$ cat src/common/udwsc_defs.vh
`ifndef UDWSC_DEFS_VH
`define UDWSC_DEFS_VH

// wiper code range and power-on default
`define UDWSC_CODE_W      6
`define UDWSC_CODE_MAX    6'h3f
`define UDWSC_CODE_MIN    6'h00
`define UDWSC_CODE_POR    6'h1f

// command kinds on cmd_kind_i
`define UDWSC_KIND_W      3
`define UDWSC_K_INC       3'h0
`define UDWSC_K_INC_COMP  3'h1
`define UDWSC_K_DEC       3'h2
`define UDWSC_K_DEC_COMP  3'h3
`define UDWSC_K_HV_INC1   3'h4
`define UDWSC_K_HV_INC2   3'h5
`define UDWSC_K_HV_DEC1   3'h6
`define UDWSC_K_HV_DEC2   3'h7

// pin phase length in ns, and cycles at 250 MHz (rounded up, least times)
`define UDWSC_CLK_NS      4
`define UDWSC_PHASE_NS    40
`define UDWSC_PHASE_CYC   ((`UDWSC_PHASE_NS + `UDWSC_CLK_NS - 1) / `UDWSC_CLK_NS)
`define UDWSC_CNT_W       8

`endif

$ cat src/verilog/udwsc_host.v
`timescale 1ns/10ps
`include "udwsc_defs.vh"

module udwsc_host (
	// clock and reset
	input  wire                        clock_i,
	input  wire                        arst_n_i,
	// command port
	input  wire                        cmd_valid_i,
	input  wire [`UDWSC_KIND_W-1:0]    cmd_kind_i,
	input  wire [`UDWSC_CODE_W-1:0]    cmd_steps_i,
	input  wire                        resync_i,
	output reg                         cmd_ready_o,
	output reg                         cmd_done_o,
	// tracked wiper code
	output reg  [`UDWSC_CODE_W-1:0]    wiper_code_o,
	// device pins
	output reg                         sel_low_n_o,
	output reg                         sel_hv_o,
	output reg                         step_dir_o
);

	// sequencer states
	localparam [2:0] ST_IDLE  = 3'h0;
	localparam [2:0] ST_SETUP = 3'h1;
	localparam [2:0] ST_SEL   = 3'h2;
	localparam [2:0] ST_LOW   = 3'h3;
	localparam [2:0] ST_HIGH  = 3'h4;
	localparam [2:0] ST_END   = 3'h5;
	localparam [2:0] ST_REL   = 3'h6;

	// last count of a pin phase, cut to the counter width on purpose
	localparam integer            PHASE_LAST_INT = `UDWSC_PHASE_CYC - 1;
	localparam [`UDWSC_CNT_W-1:0] PHASE_LAST     = PHASE_LAST_INT[`UDWSC_CNT_W-1:0];

	reg [2:0]                   state_reg;
	reg [`UDWSC_CNT_W-1:0]      cnt_reg;
	reg [`UDWSC_CODE_W-1:0]     left_reg;
	reg                         inc_reg;
	reg                         hv_reg;
	reg                         end_reg;

	reg [2:0]                   state_next;
	reg [`UDWSC_CNT_W-1:0]      cnt_next;
	reg [`UDWSC_CODE_W-1:0]     left_next;
	reg                         inc_next;
	reg                         hv_next;
	reg                         end_next;
	reg                         ready_next;
	reg                         done_next;
	reg [`UDWSC_CODE_W-1:0]     code_next;
	reg                         sel_low_n_next;
	reg                         sel_hv_next;
	reg                         step_next;

	// decoded command kind
	reg                         take_inc;
	reg                         take_hv;
	reg                         take_end;

	wire                        take       = cmd_valid_i & cmd_ready_o & ~resync_i;
	wire                        phase_done = (cnt_reg == PHASE_LAST);

	// direction, select level and the end step level, held before release unless the step count is zero
	always @* begin
		take_inc = 1'b0;
		take_hv  = 1'b0;
		take_end = 1'b0;
		if (cmd_kind_i == `UDWSC_K_INC) begin
			take_inc = 1'b1;
		end else if (cmd_kind_i == `UDWSC_K_INC_COMP) begin
			take_inc = 1'b1;
			take_end = 1'b0;
		end else if (cmd_kind_i == `UDWSC_K_DEC) begin
			take_inc = 1'b0;
		end else if (cmd_kind_i == `UDWSC_K_DEC_COMP) begin
			take_end = 1'b1;
		end else if (cmd_kind_i == `UDWSC_K_HV_INC1) begin
			take_inc = 1'b1;
			take_hv  = 1'b1;
			take_end = 1'b1;
		end else if (cmd_kind_i == `UDWSC_K_HV_INC2) begin
			take_inc = 1'b1;
			take_hv  = 1'b1;
		end else if (cmd_kind_i == `UDWSC_K_HV_DEC1) begin
			take_hv  = 1'b1;
		end else begin
			take_hv  = 1'b1;
			take_end = 1'b1;
		end
	end

	always @* begin
		state_next     = state_reg;
		cnt_next       = phase_done ? 8'h00 : cnt_reg + 8'h01;
		left_next      = left_reg;
		inc_next       = inc_reg;
		hv_next        = hv_reg;
		end_next       = end_reg;
		ready_next     = cmd_ready_o;
		done_next      = 1'b0;
		code_next      = wiper_code_o;
		sel_low_n_next = sel_low_n_o;
		sel_hv_next    = sel_hv_o;
		step_next      = step_dir_o;
		case (state_reg)
			ST_IDLE: begin
				cnt_next   = 8'h00;
				ready_next = ~resync_i & ~take;
				if (resync_i) begin
					// device reloads mid-scale after supply recovery
					code_next = `UDWSC_CODE_POR;
				end
				if (take) begin
					left_next  = cmd_steps_i;
					inc_next   = take_inc;
					hv_next    = take_hv;
					end_next   = take_end;
					// direction set while select is still idle
					step_next  = take_inc;
					state_next = ST_SETUP;
				end
			end
			ST_SETUP: begin
				if (phase_done) begin
					if (hv_reg) begin
						sel_hv_next = 1'b1;
					end else begin
						sel_low_n_next = 1'b0;
					end
					state_next = ST_SEL;
				end
			end
			ST_SEL: begin
				if (phase_done) begin
					if (left_reg == 6'h00) begin
						state_next = ST_END;
					end else begin
						step_next  = 1'b0;
						state_next = ST_LOW;
					end
				end
			end
			ST_LOW: begin
				if (phase_done) begin
					step_next = 1'b1;
					left_next = left_reg - 6'h01;
					// mirror the device's saturating counter
					if (inc_reg && wiper_code_o != `UDWSC_CODE_MAX) begin
						code_next = wiper_code_o + 6'h01;
					end else if (!inc_reg && wiper_code_o != `UDWSC_CODE_MIN) begin
						code_next = wiper_code_o - 6'h01;
					end
					state_next = ST_HIGH;
				end
			end
			ST_HIGH: begin
				if (phase_done) begin
					if (left_reg != 6'h00) begin
						step_next  = 1'b0;
						state_next = ST_LOW;
					end else begin
						// end level stands a full phase before release
						step_next  = end_reg;
						state_next = ST_END;
					end
				end
			end
			ST_END: begin
				if (phase_done) begin
					// release promptly so stray edges cannot move the wiper
					sel_low_n_next = 1'b1;
					sel_hv_next    = 1'b0;
					state_next     = ST_REL;
				end
			end
			ST_REL: begin
				if (phase_done) begin
					// zero-step commands park only after release, never racing select
					step_next  = end_reg;
					done_next  = 1'b1;
					ready_next = 1'b1;
					state_next = ST_IDLE;
				end
			end
			default: begin
				state_next = ST_IDLE;
			end
		endcase
	end

	always @(posedge clock_i or negedge arst_n_i) begin
		if (!arst_n_i) begin
			state_reg    <= ST_IDLE;
			cnt_reg      <= 8'h00;
			left_reg     <= 6'h00;
			inc_reg      <= 1'b0;
			hv_reg       <= 1'b0;
			end_reg      <= 1'b0;
			cmd_ready_o  <= 1'b0;
			cmd_done_o   <= 1'b0;
			wiper_code_o <= `UDWSC_CODE_POR;
			sel_low_n_o  <= 1'b1;
			sel_hv_o     <= 1'b0;
			step_dir_o   <= 1'b0;
		end else begin
			state_reg    <= state_next;
			cnt_reg      <= cnt_next;
			left_reg     <= left_next;
			inc_reg      <= inc_next;
			hv_reg       <= hv_next;
			end_reg      <= end_next;
			cmd_ready_o  <= ready_next;
			cmd_done_o   <= done_next;
			wiper_code_o <= code_next;
			sel_low_n_o  <= sel_low_n_next;
			sel_hv_o     <= sel_hv_next;
			step_dir_o   <= step_next;
		end
	end

endmodule // udwsc_host

$ cat config.mk
export PLATFORM = sky130hd
export DESIGN_NAME = udwsc_host
export DESIGN_NICKNAME = d
export VERILOG_FILES = /design/src/verilog/udwsc_host.v
export VERILOG_INCLUDE_DIRS = /design/src /design/src/common
export SDC_FILE = /design/constraint.sdc
export NUM_CORES = 1
export LEC_CHECK = 0
export BUFFER_PORTS_ARGS = -buffer_cell sky130_fd_sc_hd__buf_2
export CORE_MARGIN = 5
export CORE_UTILIZATION = 48
export CTS_BUF_LIST = sky130_fd_sc_hd__clkbuf_8
export DETAILED_ROUTE_END_ITERATION = 10
export GPL_ROUTABILITY_DRIVEN = 0
export PLACE_DENSITY = 0.68
export SLEW_MARGIN = 20
export SYNTH_ARGS = -nofsm -noshare
export SYNTH_HDL_FRONTEND = slang
export SYNTH_SLANG_ARGS = --single-unit
export TNS_END_PERCENT = 1
$ cat constraint.sdc
create_clock -name clock_i -period 6.28 [get_ports clock_i]
set_input_delay 0.628 -clock clock_i [delete_from_list [all_inputs] [get_ports clock_i]]
set_output_delay 0.628 -clock clock_i [all_outputs]
set_load 0.005 [all_outputs]
==> results of run 1 <==
## routing by layer
| layer | vias to the layer above | GRT usage (%) | share of wire [%] |
|---|---|---|---|
| li1 | 770 | - | - |
| met1 | 686 | 22.7 | 49 |
| met2 | 38 | 22.3 | 45 |
| met3 | 4 | 3.31 | 4.3 |
| met4 | 0 | 6.15 | 1.2 |
| met5 | - | 0 | 0 |
## cell usage after synthesis (2+ instances only)
master                     count
sky130_fd_sc_hd__nor3_1        3
sky130_fd_sc_hd__ha_1         12
sky130_fd_sc_hd__or3_1         4
sky130_fd_sc_hd__o22a_1        4
sky130_fd_sc_hd__nor2b_1       3
sky130_fd_sc_hd__dfrtp_1      25
sky130_fd_sc_hd__or4_1         2
sky130_fd_sc_hd__xnor2_1       5
sky130_fd_sc_hd__dfstp_2       6
sky130_fd_sc_hd__nor4_1        2
sky130_fd_sc_hd__o31ai_1       2
sky130_fd_sc_hd__nand2_1      12
sky130_fd_sc_hd__nor2_1       31
sky130_fd_sc_hd__xor2_1        6
sky130_fd_sc_hd__nand2b_1      2
sky130_fd_sc_hd__or2_2         2
sky130_fd_sc_hd__o21ai_0      15
sky130_fd_sc_hd__o21a_1        3
sky130_fd_sc_hd__inv_1         9
sky130_fd_sc_hd__a211oi_1      3
sky130_fd_sc_hd__and3_1        2
sky130_fd_sc_hd__nand3_1       4
sky130_fd_sc_hd__clkbuf_1      6
sky130_fd_sc_hd__o21ai_1       2
sky130_fd_sc_hd__a21oi_1      19
## per-stage QoR
stage / utilization [%] / instances / area (um2) / hold WS, ps / total power, mW
finish: 57.0 / 277 / 2130 / 393 / 1.05
global route: 57.0 / 277 / 2130 / 454 / 1.16
CTS: 57.0 / 277 / 2130 / 413 / 1.06
detailed placement: 54.3 / 269 / 2030 / 471 / 0.888
global placement: 54.3 / 269 / 2030 / 464 / 0.883
floorplan: - / 205 / 1890 / 332 / 0.768
## critical path: stages, from the launching register on
cell and delay (ps):
sky130_fd_sc_hd__dfstp_2 580, sky130_fd_sc_hd__nand4_1 120, sky130_fd_sc_hd__o21ai_0 530, sky130_fd_sc_hd__ha_1 400
sky130_fd_sc_hd__a21oi_1 160, sky130_fd_sc_hd__nor2b_1 60, sky130_fd_sc_hd__a311o_1 320, sky130_fd_sc_hd__xnor2_1 150
sky130_fd_sc_hd__o22ai_1 80
## worst paths after layout
path                                 start               to  cells past startpoint
max                        wiper_code_o[1]  wiper_code_o[5]                      8
min                               arst_n_i       cnt_reg[1]                      1
max reg2reg                wiper_code_o[1]  wiper_code_o[5]                      8
min reg2reg                        end_reg          end_reg                      2
max in group asynchronous         arst_n_i       cmd_done_o                      1
min in group clock_i               end_reg          end_reg                      2
## final cells by class
type | count | area (um2) | share of cell area [%]
inverters | 9 | 33.8 | 1.58
multi-input cells | 157 | 1030 | 48.5
repair buffers | 24 | 123 | 5.74
clock buffers | 7 | 96.3 | 4.51
flip-flops and latches | 31 | 783 | 36.7
clock inverters | 1 | 3.75 | 0.176
well taps | 48 | 60.1 | 2.81
## logic make-up (layout without fill, tap and decap cells)
logic type	Yosys count	after routing	synth area share, %
xor gates and xnor gates	11	11	5.10
buffers and inverters	17	41	3.84
AOI/OAI and AO/OA	59	59	20.7
DFF	31	31	41.4
and+or+nand+nor	72	72	18.5
muxes	2	2	1.39
adders and majority gates	13	13	9.00
## power groups by stage
stage | clock network, mW | registers, mW | logic, mW
floorplan | 0 | 0.362 | 0.406
global placement | 0 | 0.405 | 0.478
detailed placement | 0 | 0.407 | 0.481
CTS | 0.173 | 0.404 | 0.486
global route | 0.183 | 0.424 | 0.551
finish | 0.167 | 0.406 | 0.481
==> impl_metrics.prom, run 1 <==
# TYPE chip_impl_metric gauge
chip_impl_info{name="criticalPathCategory",value="register to register"} 1
chip_impl_info{name="most_area_hungry_cell_type_in_the_yosys_netlist",value="sky130_fd_sc_hd__dfrtp_1"} 1
chip_impl_metric{name="dpl_worst_slack",unit="ps"} 3760
chip_impl_metric{name="finalWirelength",unit="mm"} 3.68
chip_impl_metric{name="dpl.hpwl",unit="mm"} 2.67
chip_impl_metric{name="track_usage",unit="%"} 15.6
chip_impl_info{name="synth_top_area_cells",value="sky130_fd_sc_hd__dfrtp_1 (33%), sky130_fd_sc_hd__dfstp_2 (8.3%), sky130_fd_sc_hd__ha_1 (7.9%), sky130_fd_sc_hd__nor2_1 (6.2%), sky130_fd_sc_hd__a21oi_1 (5.0%)"} 1
chip_impl_info{name="final_cell_mix",value="sky130_fd_sc_hd__nor2_1 (31), sky130_fd_sc_hd__dfrtp_1 (25), sky130_fd_sc_hd__buf_2 (23)"} 1
chip_impl_metric{name="yosys_warnings",unit=""} 0
chip_impl_metric{name="antenna_left",unit=""} 0
chip_impl_info{name="synth_ff_type",value="sky130_fd_sc_hd__dfrtp_1"} 1
chip_impl_metric{name="cts.reportedPaths.clkPinSlew",unit="ps"} 60
chip_impl_metric{name="floorplan.die_area",unit="mm2"} 0.00529
chip_impl_info{name="status",value="finished, final reports clean"} 1
chip_impl_metric{name="clock_tree.htree_level_count",unit=""} 2
chip_impl_metric{name="grt_first_pass_wirelength",unit="mm"} 6.47
chip_impl_info{name="layout.cells.most_common",value="sky130_fd_sc_hd__nor2_1"} 1
chip_impl_metric{name="design.core.area",unit="mm2"} 0.00374
chip_impl_metric{name="area_growth_syn_to_layout",unit="%"} 12.9
chip_impl_info{name="rsz0062_at_grt",value="false"} 1
chip_impl_info{name="setup.worst_path.end_class",value="register"} 1
chip_impl_metric{name="num_io_pins",unit=""} 24
chip_impl_metric{name="count_of_flip_flops_with_a_built_in_enable_after_synthesis",unit=""} 0
chip_impl_metric{name="final.setup.tns",unit="ps"} 0
chip_impl_metric{name="first_global_vias",unit=""} 1388
chip_impl_metric{name="grt_overflow_total",unit=""} 0
chip_impl_metric{name="vias",unit=""} 1498
chip_impl_metric{name="timing.critical_path.fanout_max",unit=""} 6
chip_impl_metric{name="remaining_max_slew_budget_at_the_tightest_pin",unit="%"} 52.4
chip_impl_metric{name="synthDominantCellAreaShare",unit="%"} 33.1
chip_impl_metric{name="post_cts.repair.setup_buffers",unit=""} 0
chip_impl_metric{name="tightestPinTransition",unit="ps"} 708
chip_impl_metric{name="clk_path_buf_depth",unit=""} 2
chip_impl_metric{name="remaining_drc_errors",unit=""} 0
chip_impl_metric{name="required",unit="ps"} 6440
chip_impl_metric{name="share_seq_of_total_power",unit="%"} 38.5
chip_impl_metric{name="regToRegSetupSlack",unit="ps"} 3760
chip_impl_metric{name="maxClockFrequency",unit="GHz"} 0.397
chip_impl_metric{name="yosys.cell_types.count",unit=""} 46
chip_impl_metric{name="p_comb_share",unit="%"} 45.7
chip_impl_metric{name="critical_path_arrival",unit="ps"} 2680
chip_impl_metric{name="post_cts.resized_instances",unit=""} 0
chip_impl_metric{name="final.setup.worst_slack",unit="ps"} 3760
chip_impl_metric{name="power.share.clock",unit="%"} 15.8
chip_impl_metric{name="clkSinkCount",unit=""} 31
chip_impl_metric{name="final-max-slew-violation-count",unit=""} 0
chip_impl_metric{name="post_synth.cell_area_avg",unit="um2"} 9.22
chip_impl_metric{name="switchingPower",unit="mW"} 0.430
chip_impl_metric{name="cts-buffers-inserted",unit=""} 5
chip_impl_metric{name="synth_sequential_area_ratio",unit="%"} 41.4
chip_impl_metric{name="detail_route.first_pass.iterations",unit=""} 4
chip_impl_metric{name="yosys_register_bits",unit=""} 31
chip_impl_metric{name="synth_area",unit="mm2"} 0.00189
chip_impl_metric{name="effective_utilization_at_floorplan",unit="%"} 50.5
chip_impl_metric{name="number_of_antenna_violations_at_the_first_check_in_global_routing",unit=""} 0
chip_impl_metric{name="drt-wirelength-per-cell",unit="um"} 13.3
chip_impl_metric{name="max-cap-violations",unit=""} 0
chip_impl_metric{name="power.ir.vdd_worst",unit="uV"} 248
chip_impl_metric{name="p_per_area",unit="mW/mm2"} 493
chip_impl_metric{name="height_of_the_chip",unit="um"} 72.8
chip_impl_metric{name="post_cts_hold_buffer_count",unit=""} 0
chip_impl_info{name="cts-root-buf",value="sky130_fd_sc_hd__clkbuf_8"} 1
chip_impl_metric{name="route.detailed.vias_per_inst",unit=""} 5.41
chip_impl_metric{name="first_iter_violations",unit=""} 55
chip_impl_info{name="cts_tree",value="built"} 1
chip_impl_metric{name="netlist_instances",unit=""} 205
chip_impl_metric{name="asyncSetResetFlopFracSynth",unit="%"} 100
chip_impl_metric{name="hold_viol",unit=""} 0
chip_impl_metric{name="finish.net_count",unit=""} 254
chip_impl_metric{name="p_leak",unit="nW"} 0.945
chip_impl_metric{name="buffer_ports.inserted",unit=""} 23
chip_impl_metric{name="chip_width",unit="um"} 72.8
chip_impl_metric{name="number_of_flip_flops_in_the_largest_register",unit=""} 8
chip_impl_info{name="holdCritPathClass",value="primary input to async pin"} 1
chip_impl_metric{name="worst_skew_pair_later_pin_latency",unit="ps"} 270
chip_impl_info{name="timing.critical_path.from_type",value="register"} 1
chip_impl_metric{name="final.setup_skew",unit="ps"} 3.07
chip_impl_metric{name="intPower",unit="mW"} 0.623
chip_impl_metric{name="post-route-period-util",unit="%"} 40.1
chip_impl_metric{name="filler_cell_count",unit=""} 378
chip_impl_metric{name="switching_share",unit="%"} 40.8
chip_impl_metric{name="floorplan.rows",unit=""} 22
chip_impl_metric{name="final_setup_fails",unit=""} 0
chip_impl_metric{name="antenna_cells",unit=""} 0
chip_impl_metric{name="final_layout_size_suffix_gt1_share",unit="%"} 20.1
chip_impl_metric{name="grt_max_degree",unit=""} 32
chip_impl_metric{name="fin_crit",unit="ps"} 2520
chip_impl_metric{name="synth_nets",unit=""} 231
No activity file was read; power rests on OpenSTA's default activity.
==> run 2: changes to the inputs <==
- clock period: 6.28 -> 2.4 ns (I/O delays scaled with it)
==> run 2 against run 1 <==
  * The run now ends with negative hold slack left
  * Cell area rose by 1.6%
  * Sequential share of layout area fell by 0.59 points
  * Sequential power rose to 2.6 times the previous value
  * Critical path type unchanged
  * Maximum frequency rose by 11%
  * Global-route usage rose by 0.23 points
  * Via count rose by 1.9%
==> impl_metrics.prom, run 2 (same netlist as run 1, synthesis figures left out) <==
# TYPE chip_impl_metric gauge
chip_impl_info{name="status",value="complete, but fails checks"} 1
chip_impl_info{name="violations",value="negative hold slack"} 1
chip_impl_metric{name="required",unit="ps"} 2610
chip_impl_info{name="worstReg2RegEnd",value="left_reg[0]"} 1
chip_impl_metric{name="antenna_left",unit=""} 0
chip_impl_metric{name="hold_viol",unit=""} 15
chip_impl_metric{name="clock_tree.htree_level_count",unit=""} 2
chip_impl_metric{name="final.setup.tns",unit="ps"} 0
chip_impl_metric{name="design.core.area",unit="mm2"} 0.00374
chip_impl_metric{name="tightestPinTransition",unit="ps"} 677
chip_impl_info{name="timing.critical_path.from_type",value="register"} 1
chip_impl_metric{name="timing.critical_path.fanout_max",unit=""} 12
chip_impl_metric{name="grt_first_pass_wirelength",unit="mm"} 6.58
chip_impl_metric{name="power.ir.vdd_worst",unit="uV"} 571
chip_impl_metric{name="grt_max_degree",unit=""} 32
chip_impl_metric{name="number_of_flip_flops_in_the_largest_register",unit=""} 8
chip_impl_info{name="cts-root-buf",value="sky130_fd_sc_hd__clkbuf_8"} 1
chip_impl_metric{name="post_cts.repair.setup_buffers",unit=""} 0
chip_impl_metric{name="dpl.hpwl",unit="mm"} 2.75
chip_impl_metric{name="area_growth_syn_to_layout",unit="%"} 14.8
chip_impl_metric{name="number_of_antenna_violations_at_the_first_check_in_global_routing",unit=""} 0
chip_impl_metric{name="max-cap-violations",unit=""} 0
chip_impl_metric{name="track_usage",unit="%"} 15.8
chip_impl_metric{name="post_cts.resized_instances",unit=""} 0
chip_impl_metric{name="effective_utilization_at_floorplan",unit="%"} 50.5
chip_impl_metric{name="final_layout_size_suffix_gt1_share",unit="%"} 22.3
chip_impl_metric{name="post-route-period-util",unit="%"} 94.7
chip_impl_metric{name="height_of_the_chip",unit="um"} 72.8
chip_impl_metric{name="cts-buffers-inserted",unit=""} 5
chip_impl_info{name="setup.worst_path.end_class",value="register"} 1
chip_impl_metric{name="grt_overflow_total",unit=""} 0
chip_impl_metric{name="post-layout-total-power",unit="mW"} 2.82
chip_impl_metric{name="first_global_vias",unit=""} 1439
chip_impl_metric{name="final.setup_skew",unit="ps"} 4.34
chip_impl_info{name="layout.cells.most_common",value="sky130_fd_sc_hd__nor2_1"} 1
chip_impl_info{name="setup.worst_path.start",value="cnt_reg[4]"} 1
chip_impl_metric{name="grt_util_met3",unit="%"} 4.41
chip_impl_metric{name="met1_usage_grt",unit="%"} 22.0
chip_impl_metric{name="chip_width",unit="um"} 72.8
chip_impl_metric{name="floorplan.rows",unit=""} 22
chip_impl_metric{name="cts.reportedPaths.clkPinSlew",unit="ps"} 60
chip_impl_metric{name="post_cts_hold_buffer_count",unit=""} 0
chip_impl_info{name="cts_tree",value="built"} 1
chip_impl_metric{name="worst_skew_pair_later_pin_latency",unit="ps"} 280
chip_impl_metric{name="clk_path_buf_depth",unit=""} 2
chip_impl_metric{name="maxClockFrequency",unit="GHz"} 0.440
chip_impl_metric{name="remaining_drc_errors",unit=""} 0
chip_impl_info{name="criticalPathCategory",value="register to register"} 1
chip_impl_info{name="rsz0062_at_grt",value="false"} 1
chip_impl_metric{name="p_per_area",unit="mW/mm2"} 1300
chip_impl_metric{name="route.detailed.vias_per_inst",unit=""} 5.43
chip_impl_metric{name="gr-usage-met2",unit="%"} 23.3
chip_impl_metric{name="regToRegSetupSlack",unit="ps"} 130
chip_impl_metric{name="hold_ws",unit="ps"} -4.16
chip_impl_metric{name="detail_route.first_pass.iterations",unit=""} 4
chip_impl_metric{name="remaining_max_slew_budget_at_the_tightest_pin",unit="%"} 54.9
chip_impl_info{name="holdCritPathClass",value="primary input to async pin"} 1
chip_impl_metric{name="p_leak",unit="nW"} 0.964
chip_impl_metric{name="drt-wirelength-per-cell",unit="um"} 13.2
chip_impl_info{name="final_cell_mix",value="sky130_fd_sc_hd__nor2_1 (31), sky130_fd_sc_hd__dfrtp_1 (25), sky130_fd_sc_hd__buf_2 (23)"} 1
chip_impl_metric{name="vias",unit=""} 1527
chip_impl_metric{name="fin_crit",unit="ps"} 2270
chip_impl_metric{name="critical_path_arrival",unit="ps"} 2480
chip_impl_metric{name="clkSinkCount",unit=""} 31
chip_impl_metric{name="final_setup_fails",unit=""} 0
chip_impl_metric{name="finish.net_count",unit=""} 258
chip_impl_info{name="global_route.peak_usage_layer",value="met2"} 1
chip_impl_metric{name="antenna_cells",unit=""} 0
chip_impl_info{name="cp-endpoint",value="left_reg[0]"} 1
chip_impl_metric{name="worstRegToRegCells",unit=""} 5
chip_impl_metric{name="buffer_ports.inserted",unit=""} 23
chip_impl_metric{name="num_io_pins",unit=""} 24
chip_impl_metric{name="finalWirelength",unit="mm"} 3.71
chip_impl_metric{name="floorplan.die_area",unit="mm2"} 0.00529
chip_impl_metric{name="final-max-slew-violation-count",unit=""} 0
chip_impl_metric{name="first_iter_violations",unit=""} 74
chip_impl_info{name="worst_r2r_startpoint",value="cnt_reg[4]"} 1
-- run 2: routing by layer --
metal  share of wire, %  routed length (um)  vias to the layer above
li1                   -                   -                      785
met1                 48                1800                      696
met2                 44                1640                       39
met3                5.8                 215                        7
met4                1.5                  55                        0
met5                  0                   0                        -
-- run 2: stage by stage --
| step | cell area (um2) | hold slack, ps | cells | setup slack, ps | util [%] |
|---|---|---|---|---|---|
| finish | 2170 | -4.16 | 281 | 128 | 58.0 |
| global route | 2170 | 41.9 | 281 | 6.20 | 58.0 |
| CTS | 2160 | 15.3 | 281 | 86.3 | 57.8 |
| detailed placement | 2060 | 324 | 273 | 99.7 | 55.1 |
| global placement | 2060 | 328 | 273 | 125 | 55.1 |
| floorplan | 1890 | -55.6 | 205 | 85.0 | - |
-- run 2: final cells by class --
| type | instances | area [um2] |
|---|---|---|
| repair buffers | 28 | 153 |
| multi-input cells | 157 | 1040 |
| flip-flops and latches | 31 | 783 |
| clock inverters | 1 | 3.75 |
| inverters | 9 | 33.8 |
| well taps | 48 | 60.1 |
| clock buffers | 7 | 96.3 |
| fillers | 375 | 1570 |
-- run 2: report_power, final --
group	total (mW)	internal, mW	switching (mW)	leakage, nW
clock network	0.439	0.257	0.182	0.0557
logic	1.32	0.649	0.673	0.524
registers	1.06	0.766	0.296	0.384
total	2.82	1.67	1.15	0.964
-- run 2: worst min path at each step --
stage          depth (start not counted)  startpoint  slack, ps          to
2_1_floorplan                          0    arst_n_i        -60  cmd_done_o
3_3_place_gp                           1    arst_n_i        330  cnt_reg[4]
3_5_place_dp                           1    arst_n_i        320  cnt_reg[4]
4_1_cts                                1    arst_n_i         20  cnt_reg[4]
5_1_grt                                1    arst_n_i         40     end_reg
6_report                               1    arst_n_i         -4      hv_reg
-- run 2: critical path, cell delays in order (launching register included) --
cell	delay (ps)
sky130_fd_sc_hd__dfrtp_1	400
sky130_fd_sc_hd__or4_1	550
sky130_fd_sc_hd__or3_1	490
sky130_fd_sc_hd__o21a_2	330
sky130_fd_sc_hd__or3_1	360
sky130_fd_sc_hd__o21ai_1	70
